--- config.mk ---
export PLATFORM = sky130hd
export DESIGN_NAME = mprc_power_reset
export DESIGN_NICKNAME = d
export VERILOG_FILES = /design/src/rtl/mprc_power_reset.v
export VERILOG_INCLUDE_DIRS = /design/src /design/src/rtl
export SDC_FILE = /design/constraint.sdc
export NUM_CORES = 1
export LEC_CHECK = 0
export ABC_AREA = 1
export BUFFER_PORTS_ARGS = -buffer_cell sky130_fd_sc_hd__clkbuf_2
export CORE_UTILIZATION = 35
export CTS_BUF_LIST = sky130_fd_sc_hd__clkbuf_4
export CTS_CLUSTER_DIAMETER = 60
export DETAILED_ROUTE_END_ITERATION = 6
export SKIP_LAST_GASP = 1
export SYNTH_ARGS = -nofsm -noshare
export SYNTH_HDL_FRONTEND = slang
export SYNTH_SLANG_ARGS = --single-unit
--- constraint.sdc ---
create_clock -name clk -period 4.3 [get_ports clk]
set_input_delay 0.43 -clock clk [delete_from_list [all_inputs] [get_ports clk]]
set_output_delay 0.43 -clock clk [all_outputs]
set_load 0.01 [all_outputs]
--- src/rtl/mprc_defines.vh ---
// constants for the module power and reset sequencer
// assumes a 10 MHz clock; all times are converted to cycles here
`ifndef MPRC_DEFINES_VH
`define MPRC_DEFINES_VH

`define MPRC_CLK_MHZ 10
// carrier reset pulse length after a triggered reset, in microseconds
`define MPRC_RST_PULSE_US 10
`define MPRC_RST_PULSE_CYC (`MPRC_RST_PULSE_US * `MPRC_CLK_MHZ)
// suspend notice lead time before entering suspend, in microseconds
`define MPRC_SUS_LEAD_US 2
`define MPRC_SUS_LEAD_CYC (`MPRC_SUS_LEAD_US * `MPRC_CLK_MHZ)
`define MPRC_CNT_W 8

// power states
`define MPRC_ST_OFF 3'h0
`define MPRC_ST_ON 3'h1
`define MPRC_ST_PEND 3'h2
`define MPRC_ST_SLEEP 3'h3
`define MPRC_ST_WAKE 3'h4

`endif

--- src/rtl/mprc_power_reset.v ---
// power state, carrier reset and system management pin logic
// assumes every pin input is asynchronous to clk; software and watchdog
// requests come from logic on clk as one-cycle pulses or levels
// carrier reset is a timed pulse; only power bad and off hold it as a level
`timescale 1ns/1ns
`include "mprc_defines.vh"

// Function
// - rising edge of power button with power good leaves soft-off and starts power-up
// - falling edge of reset button starts a system reset
// - reset releases after the timed pulse even if button stays low
// - drive active-low carrier reset output from module logic
// - carrier reset on button, supply bad, main supply low, watchdog, software
// - supply-good high means power good, low means not good
// - assert suspend-pending low before entering suspend
// - suspend-to-RAM indicator low for whole suspend state, else high
// - soft-off indicator low while in soft-off state
// - suspend-to-disk indicator never asserted, stays high
// - low PCI Express wake input wakes from low power
// - low auxiliary wake input wakes from low power
// - low battery-low input is a power management event
// - overtemperature input assertion is an overtemperature condition
// - thermal shutdown output low once processor is in thermal shutdown
// - low management alert raises management interrupt or wakes system
// - four general purpose outputs set by module logic
// - four general purpose inputs, unconnected reads one
// - watchdog output shows timeout; timeout also resets carrier
module mprc_power_reset (
    input wire clk, // 10 MHz standby clock
    input wire rstn, // async reset, active low
    input wire power_button_n, // power button pin
    input wire reset_button_n, // reset button pin
    input wire supply_good, // main supply good pin
    input wire main_supply_ok, // main supply above minimum
    input wire battery_low_n, // battery low pin
    input wire overtemp_in_n, // off-module overtemp pin
    input wire pcie_wake_n, // pcie wake pin
    input wire aux_wake_n, // general wake pin
    input wire mgmt_alert_n, // management bus alert pin
    input wire [3:0] gp_in, // general purpose input pins
    input wire cpu_thermal_trip, // processor thermal shutdown, clk domain
    input wire watchdog_timeout, // watchdog expiry pulse, clk domain
    input wire sw_reset_req, // software reset pulse, clk domain
    input wire sleep_req, // software suspend request pulse, clk domain
    input wire [3:0] gp_out_set, // requested general purpose outputs
    output reg carrier_reset_n, // carrier reset, active low
    output reg suspend_pending_n, // suspend imminent, active low
    output reg sleep_ram_n, // suspend to ram, active low
    output reg sleep_disk_n, // suspend to disk, always high
    output reg soft_off_n, // soft off, active low
    output reg cpu_thermal_shutdown_n, // thermal shutdown, active low
    output reg watchdog_expired, // watchdog timeout seen
    output reg mgmt_interrupt_n, // management interrupt, active low
    output reg battery_low_evt, // battery low event level
    output reg overtemp_evt, // overtemperature condition level
    output reg [3:0] gp_out, // general purpose outputs
    output reg [3:0] gp_in_val // synchronised general purpose inputs
);

    localparam SYNC_W = 12; // 8 single pins plus 4 gp inputs
    localparam [`MPRC_CNT_W-1:0] RST_CYC = `MPRC_RST_PULSE_CYC;
    localparam [`MPRC_CNT_W-1:0] LEAD_CYC = `MPRC_SUS_LEAD_CYC;

    // two-stage synchroniser for the pulled-up pins
    reg [SYNC_W-1:0] meta_ff; // first stage, read only by second stage
    reg [SYNC_W-1:0] sync_ff;

    // edge history and power state
    reg power_button_n_d_ff;
    reg rstbtn_d_ff;
    reg [2:0] state_ff;
    reg [2:0] nxt_state;

    // reset pulse and suspend lead timers
    reg [`MPRC_CNT_W-1:0] rst_cnt_ff;
    reg [`MPRC_CNT_W-1:0] nxt_rst_cnt;
    reg [`MPRC_CNT_W-1:0] lead_cnt_ff;
    reg [`MPRC_CNT_W-1:0] nxt_lead_cnt;

    // sticky watchdog memory
    reg wdt_ff;

    // synchronised views of the pins
    wire [SYNC_W-1:0] raw_in;
    wire s_power_button_n_n;
    wire s_rstbtn_n;
    wire s_supply_good;
    wire s_main_ok;
    wire s_battery_low_n_n;
    wire s_overtemp_in_n_n;
    wire s_pcie_wake_n_n;
    wire s_aux_wake_n_n;
    wire s_alert_n;
    wire [3:0] s_gp_in;

    // decoded events
    wire power_button_n_rise;
    wire rstbtn_fall;
    wire power_bad;
    wire wake_any;
    wire rst_trigger;

    // saturating one-step countdown, shared by both timers
    function [`MPRC_CNT_W-1:0] count_down;
        input [`MPRC_CNT_W-1:0] value;
        begin
            if (value == 8'h00)
                count_down = 8'h00;
            else
                count_down = value - 8'h01;
        end
    endfunction

    // one decode of a state code, used by the carrier reset, suspend-to-RAM and soft-off outputs
    function is_state;
        input [2:0] st;
        input [2:0] code;
        begin
            is_state = (st == code);
        end
    endfunction

    // suspend notice covers the lead time and the whole sleep
    function in_suspend;
        input [2:0] st;
        begin
            in_suspend = (st == `MPRC_ST_PEND) || (st == `MPRC_ST_SLEEP);
        end
    endfunction

    // every pin goes through two flops before use
    assign raw_in = {gp_in, mgmt_alert_n, aux_wake_n, pcie_wake_n, overtemp_in_n,
                     battery_low_n, main_supply_ok, supply_good, reset_button_n};

    // pins reset to their pulled-up idle level so no false edge at release
    always @(posedge clk or negedge rstn)
    begin
        if (!rstn)
        begin
            meta_ff <= 12'hFFF;
            sync_ff <= 12'hFFF;
        end
        else
        begin
            meta_ff <= raw_in;
            sync_ff <= meta_ff;
        end
    end

    // power button kept apart: idle high, synchronised the same way
    // second stage is the only reader of the first
    reg pwr_meta_ff;
    reg pwr_sync_ff;
    always @(posedge clk or negedge rstn)
    begin
        if (!rstn)
        begin
            pwr_meta_ff <= 1'b1;
            pwr_sync_ff <= 1'b1;
        end
        else
        begin
            pwr_meta_ff <= power_button_n;
            pwr_sync_ff <= pwr_meta_ff;
        end
    end

    // sync_ff bit map: 0 reset button, 1 supply good, 2 main supply,
    // 3 battery low, 4 overtemp, 5 pcie wake, 6 aux wake, 7 alert,
    // 11..8 general purpose inputs
    assign s_power_button_n_n = pwr_sync_ff;
    assign s_rstbtn_n = sync_ff[0];
    assign s_supply_good = sync_ff[1];
    assign s_main_ok = sync_ff[2];
    assign s_battery_low_n_n = sync_ff[3];
    assign s_overtemp_in_n_n = sync_ff[4];
    assign s_pcie_wake_n_n = sync_ff[5];
    assign s_aux_wake_n_n = sync_ff[6];
    assign s_alert_n = sync_ff[7];
    assign s_gp_in = sync_ff[11:8];

    // edge detectors only look at the second stage
    always @(posedge clk or negedge rstn)
    begin
        if (!rstn)
        begin
            power_button_n_d_ff <= 1'b1;
            rstbtn_d_ff <= 1'b1;
        end
        else
        begin
            power_button_n_d_ff <= s_power_button_n_n;
            rstbtn_d_ff <= s_rstbtn_n;
        end
    end

    assign power_button_n_rise = s_power_button_n_n & ~power_button_n_d_ff;
    assign rstbtn_fall = ~s_rstbtn_n & rstbtn_d_ff;
    // supply-good low or main supply low count as power bad
    assign power_bad = ~s_supply_good | ~s_main_ok;
    // alert also wakes, as does either wake pin
    assign wake_any = ~s_pcie_wake_n_n | ~s_aux_wake_n_n | ~s_alert_n;
    // a held-low button is not a trigger; only its falling edge is
    assign rst_trigger = rstbtn_fall | watchdog_timeout | sw_reset_req;

    // power state machine
    // off -> on on a good-power button rise; on -> pending on a sleep request;
    // pending holds the notice for the lead time, then sleep; any wake
    // source or a button rise leaves sleep through one wake cycle.
    // limitation: there is no path from on back to off, since nothing
    // here asks for a shutdown; supply loss only holds the carrier reset
    always @*
    begin
        nxt_state = state_ff;
        nxt_lead_cnt = lead_cnt_ff;
        case (state_ff)
            // only a good-power button press leaves off
            `MPRC_ST_OFF:
            begin
                if (power_button_n_rise && !power_bad)
                    nxt_state = `MPRC_ST_ON;
            end
            // running; only software asks to sleep
            `MPRC_ST_ON:
            begin
                if (sleep_req)
                begin
                    nxt_state = `MPRC_ST_PEND;
                    nxt_lead_cnt = LEAD_CYC;
                end
            end
            `MPRC_ST_PEND:
            begin
                // notice stands for the lead time before sleep starts
                if (lead_cnt_ff <= 8'h01)
                    nxt_state = `MPRC_ST_SLEEP;
                else
                    nxt_lead_cnt = count_down(lead_cnt_ff);
            end
            // any wake source or button rise ends sleep
            `MPRC_ST_SLEEP:
            begin
                if (wake_any || power_button_n_rise)
                    nxt_state = `MPRC_ST_WAKE;
            end
            // one settling cycle before running
            `MPRC_ST_WAKE:
            begin
                nxt_state = `MPRC_ST_ON;
            end
            // unused codes fall back to off
            default:
            begin
                nxt_state = `MPRC_ST_OFF;
            end
        endcase
    end

    always @(posedge clk or negedge rstn)
    begin
        if (!rstn)
        begin
            state_ff <= `MPRC_ST_OFF;
            lead_cnt_ff <= 8'h00;
        end
        else
        begin
            state_ff <= nxt_state;
            lead_cnt_ff <= nxt_lead_cnt;
        end
    end

    // reset pulse counter: timed so a stuck button cannot hold reset
    // a new trigger restarts the full pulse
    always @*
    begin
        if (rst_trigger)
            nxt_rst_cnt = RST_CYC;
        else
            nxt_rst_cnt = count_down(rst_cnt_ff);
    end

    // preloaded so the carrier stays in reset after power-on
    always @(posedge clk or negedge rstn)
    begin
        if (!rstn)
            rst_cnt_ff <= RST_CYC;
        else
            rst_cnt_ff <= nxt_rst_cnt;
    end

    // sticky watchdog flag, cleared only by a power button rise while off, even if power is bad
    always @(posedge clk or negedge rstn)
    begin
        if (!rstn)
            wdt_ff <= 1'b0;
        else if (watchdog_timeout)
            wdt_ff <= 1'b1;
        else if (state_ff == `MPRC_ST_OFF && power_button_n_rise)
            wdt_ff <= 1'b0;
    end

    // registered outputs
    always @(posedge clk or negedge rstn)
    begin
        if (!rstn)
        begin
            // every output resets to its idle or in-reset level
            carrier_reset_n <= 1'b0;
            suspend_pending_n <= 1'b1;
            sleep_ram_n <= 1'b1;
            sleep_disk_n <= 1'b1;
            soft_off_n <= 1'b0;
            cpu_thermal_shutdown_n <= 1'b1;
            watchdog_expired <= 1'b0;
            mgmt_interrupt_n <= 1'b1;
            battery_low_evt <= 1'b0;
            overtemp_evt <= 1'b0;
            gp_out <= 4'hF;
            gp_in_val <= 4'hF;
        end
        else
        begin
            // held in reset while off, power bad or pulse running
            carrier_reset_n <= ~(power_bad || (nxt_rst_cnt != 8'h00) ||
                                 is_state(nxt_state, `MPRC_ST_OFF));
            // suspend and off indicators follow the next state
            suspend_pending_n <= ~in_suspend(nxt_state);
            sleep_ram_n <= ~is_state(nxt_state, `MPRC_ST_SLEEP);
            sleep_disk_n <= 1'b1;
            soft_off_n <= ~is_state(nxt_state, `MPRC_ST_OFF);
            // pass-through levels, one flop deep
            cpu_thermal_shutdown_n <= ~cpu_thermal_trip;
            watchdog_expired <= wdt_ff | watchdog_timeout;
            mgmt_interrupt_n <= s_alert_n;
            battery_low_evt <= ~s_battery_low_n_n;
            overtemp_evt <= ~s_overtemp_in_n_n;
            gp_out <= gp_out_set;
            gp_in_val <= s_gp_in;
        end
    end

endmodule // mprc_power_reset

# == Yosys cells after proc, flatten, opt, wreduce, memory -nomap -nowiden ==
# Cells that the tools add are included.
# op_classes
muxes,13
eq_ne,8
bitwise_logic,22
addsub,2
reduce_logical,15
n_lt_le_gt_ge,1
# ops
cell,count
8-bit two-way mux,5
8-bit zero test,2
8-bit one-hot mux with 2 select lines,1
"8-bit by 1-bit subtractor with 8-bit output, second input constant",2
3-bit one-hot mux with 5 select lines,1
1-bit inverter,14
"3-bit by 2-bit equality test with 1-bit output, second input constant",4
3-bit two-way mux,4
"8-bit by 1-bit <= comparator with 1-bit output, second input constant",1
8-bit nonzero test,1
3-bit zero test,2
1-bit OR,6
1-bit logical OR,4
"2-bit != test, second input constant",2
2-bit nonzero test,2
"3-bit by 1-bit equality test with 1-bit output, second input constant",1
"3-bit equality test, second input constant",1
3-bit AND reduction,1
1-bit bitwise AND,2
1-bit logical AND,2
1-bit two-way mux,2
1-bit zero test,1
# totals
inputBits,23
regBits,65
output_inout_bits,18
elab_cells,82

# == Longest topological paths before layout ==
# depth
ltp_word,9
depth_mapped,11
ltp_nobuf,11

# == Least setup slack after synthesis ==
# Ideal clock, no wire load.
# synth_timing
path_type,flip-flop to flip-flop
startpoint,reg lead_cnt_ff[0]
endpoint,reg lead_cnt_ff[3]
setup_slack_ns,2.757
stages_incl_launch_ff,10
path_buffers,1
synth_period_minus_slack_ns,1.543
required_time_ns,4.177
arrival_time_ns,1.421
setup_ns,0.123
cell_sequence,dfrtp_1 inv_1 ha_1 o21a_4 nand2_4 nand2_4 nand2_2 buf_6 nor3b_1 nor2_1
# synth_via
elab_chain_cells,4
elab_cells_between_ends,8
classes_between,1 x add/sub; 1 x order compare; 1 x eq/ne; 3 x mux; 2 x reduce/logical
# synth_rtl
element,line_no,text
from (decl),mprc_power_reset.v:77,reg [`MPRC_CNT_W-1:0] lead_cnt_ff;
from (signal assigned),mprc_power_reset.v:269,lead_cnt_ff <= nxt_lead_cnt;
8-bit by 1-bit subtractor with 8-bit output / 8-bit zero test (equally long branches),"mprc_power_reset.v:110, mprc_power_reset.v:107",
8-bit two-way mux,mprc_power_reset.v:107,if (value == 8'h00)
8-bit two-way mux,mprc_power_reset.v:235,if (lead_cnt_ff <= 8'h01)
8-bit one-hot mux with 2 select lines,mprc_power_reset.v:216,case (state_ff)
# Several ways; a longest one is shown, not always the timed one. The select of a mux whose other input is x is not followed.
# A chain may end at the register's enable or synchronous reset.

# == Worst setup path in the final report ==
# layout_timing
startpoint,reg lead_cnt_ff[0]
endpoint,reg lead_cnt_ff[5]
# The elaborated chain is that of the path after synthesis.

==> qor.csv <==
stage,metric,value,unit
power,Flop pwr share,0.498,
clocking,"Setup Fix Bufs, Post-CTS",0,
layout,Layout Utilization,0.4310,
setup_path,Setup CP Type,reg -> reg,
drt,DR vias,1650,
floorplan,# IOs,41,
setup_path,worst r2r src,lead_cnt_ff[0]$_DFFE_PN0P_,
setup_path,crit end category,flip-flop,
floorplan,Die ar.,7513,um^2
clocking,CTS tree,built,
synth,Mapped Avg Cell Area,10.55,um^2
global_route,initial antenna violation count,0,
sta,RSZ-0062 raised after global routing,false,
power,Overall Power,1.495,mW
floorplan,initial core utilization,0.3654,
synth,Synth Register Bits,65,
power,static leakage,1.508,nW
drt,post-route ant nets,0,
layout,synthesis-to-finish area growth,17.95,%
global_route,remaining global-route overflow,0,
synth,Post-Syn Area,2510,um^2
power,combinational share of power,0.223,
global_route,GRT Overall Usage,0.1290,
placed_design,GPL Wtd Cong,0.8244,
power,Clk network pwr share,0.279,
floorplan,FP Rows,30,
power,Net Sw Power,0.4794,mW
synth,Main synth FF type,dfstp_2,
clocking,post-CTS sizing,0,
power,P_int,1.016,mW
layout,diodes inserted,0,
sta,period utilization,0.3932,
setup_path,CP Data Required Time,4.60,ns
sta,maximum clock frequency,591.5,MHz
setup_path,Worst Path Max Fanout,12,
run,max cap viols,0,
layout,fill count,669,
synth,Async SR Flop Fraction,1.000,
synth,Yosys warning count,0,
clocking,CTS buffer count,9,
synth,Yosys cell types,31,
drt,Initial DRC Count,94,
drt,DR WL/cell,10.65,um
layout,share of cells above drive strength 1,0.3801,
clocking,CTS H-tree lvls,3,
power,Max VDD drop,0.0001905,V
floorplan,CORE AREA,6869,um^2
sta,max-slew violations,0,
clocking,clk slew on worst S/H paths,0.11,ns
clocking,CTS Root Cell,clkbuf_4,
placed_design,detailed placement HPWL,2940,um
status,status,finished clean,
floorplan,Die Ht,86.68,um
sta,max_slew headroom,0.3655,
global_route,first-pass GRT wire length,7155,um
synth,"EDFF count, synth",0,
drt,total wire length,4133,um
sta,worst-margin pin slew,0.9517,ns
hold_path,Worst Hold Launch,reset_button_n,
clocking,Max clock buf depth,2,
power,net switching fraction of the power,0.3206,
placed_design,number of I/O port buffers,39,
sta,fin crit period,1.691,ns
layout,nets@finish,315,
setup_path,CP Launch Type,flip-flop,
drt,First-pass DRT Iterations,5,
clocking,worst-skew pair later-pin latency,0.40,ns
synth,Mapped Nets,266,
global_route,largest net degree at the start of global routing,41,
drt,Post-route DRC,0,
sta,Layout Skew,0.01376,ns
drt,Via density,4.253,
power,PwrDens,505.2,nW/um^2
setup_path,"Arr. time, crit path",1.99,ns
synth,Syn Inst Count,238,
synth,register area share after synthesis,0.6695,
floorplan,Die Wd,86.68,um
setup_path,Critical Path Source,lead_cnt_ff[0]$_DFFE_PN0P_,
sta,Final Hold Viols,0,
sta,setup violators final,0,
global_route,vias in the first global route,1615,
hold_path,type of the most critical hold path,in -> reg,
clocking,CTS Sinks,65,
sta,post-route setup TNS,0,ns
clocking,hold-fix buffers at CTS,0,
[final timing paths]
kind	to	slack, ns	cells past startpoint
max in group asynchronous	mgmt_interrupt_n$_DFF_PN1_	3.22	2
hold / removal	meta_ff[0]$_DFF_PN1_	0.09	1
setup / recovery	lead_cnt_ff[5]$_DFFE_PN0P_	2.61	8
min in group asynchronous	wdt_ff$_DFFE_PN0P_	0.16	1
hold reg to reg	sync_ff[3]$_DFF_PN1_	0.36	0
setup reg to reg	lead_cnt_ff[5]$_DFFE_PN0P_	2.61	8
[worst max-delay path: stages, from the launching register on]
cell     delay (ns)
dfrtp_1        0.39
inv_1          0.10
ha_1           0.27
o21a_4         0.22
nand2_4        0.06
nand2_4        0.06
nand2_2        0.17
nand2_1        0.12
and3_1         0.19
[area by class of cell]
class	instances	area [um^2]	share of cell area
clock buffers	11	82.58	0.02790
multi-input cells	126	641.9	0.2168
flip-flops and latches	65	1680	0.5676
inverters	45	168.9	0.05706
repair buffers	40	202.7	0.06847
clock inverters	5	63.81	0.02156
well taps	96	120.1	0.04057
[Yosys cell counts (all sizes together), types with 3 or more instances]
master	count	area, um^2
inv	45	168.9
nand2	45	186.4
dfstp	43	1130
nor2	31	126.4
dfrtp	22	550.5
nand3	19	95.09
ha	5	62.56
nand4	4	25.02
nor3	3	20.02
o21ai	3	15.01
[per-layer routing]
layer	GRT usage	vias up	part of all wire	wire [um]
li1	-	836	-	-
met5	0	-	0	0
met1	0.1605	751	0.46	1916
met4	0.08636	0	0.030	125
met3	0.03333	14	0.041	169
met2	0.1984	49	0.47	1923
[cells in the final DEF (no fill, tap or decap), types with 2 or more instances in the layout]
cell type   n
dfstp_2    43
nor3_1      2
ha_1        5
inv_2       3
nor2_1     29
nand2_4     2
inv_6       2
a21oi_1     2
clkbuf_4   11
nand3_1    19
or2_2       2
o21ai_1     2
o22ai_1     2
dfrtp_1    22
nand2_1    42
inv_1      42
nand4_1     4
clkbuf_2   39
a31oi_1     2
[sequential cells by signal, summed over array words and instances, names as in the netlist]
| register | flops |
|---|---|
| meta_ff | 12 |
| sync_ff | 12 |
| lead_cnt_ff | 8 |
| rst_cnt_ff | 8 |
| gp_in_val | 4 |
| gp_out | 4 |
| state_ff | 3 |
| battery_low_evt | 1 |
| carrier_reset_n | 1 |
| cpu_thermal_shutdown_n | 1 |
| mgmt_interrupt_n | 1 |
| overtemp_evt | 1 |
| power_button_n_d_ff | 1 |
| pwr_meta_ff | 1 |
| pwr_sync_ff | 1 |
| rstbtn_d_ff | 1 |
| sleep_ram_n | 1 |
| soft_off_n | 1 |
| suspend_pending_n | 1 |
| watchdog_expired | 1 |
| wdt_ff | 1 |
[per-stage QoR]
step	std cells	area, um^2	setup WS (ns)	hold slack, ns
3_3_place_gp	372	2814	2.692	0.3456
2_1_floorplan	238	2510	2.757	0.1344
5_1_grt	388	2960	2.494	0.05168
4_1_cts	388	2960	2.620	0.06301
6_report	388	2960	2.609	0.09463
3_5_place_dp	372	2814	2.622	0.3468
[power by group through the flow]
stage / logic (mW) / clock network, mW / registers, mW
finish: 0.334 / 0.417 / 0.745
global placement: 0.331 / 0 / 0.753
global route: 0.380 / 0.462 / 0.754
CTS: 0.335 / 0.436 / 0.744
detailed placement: 0.333 / 0 / 0.754
floorplan: 0.250 / 0 / 0.754
[cells by family (layout without fill, tap and decap cells)]
group	after synthesis	after routing	synth area share
fa+ha+maj	5	5	0.02493
other cells	1	1	0.001494
simple gates	106	106	0.1909
flops	65	65	0.6695
compound gates	13	13	0.03489
buf+inv	47	101	0.07478
xor+xnor	1	1	0.003490
No activity file was read; power rests on OpenSTA's default activity.
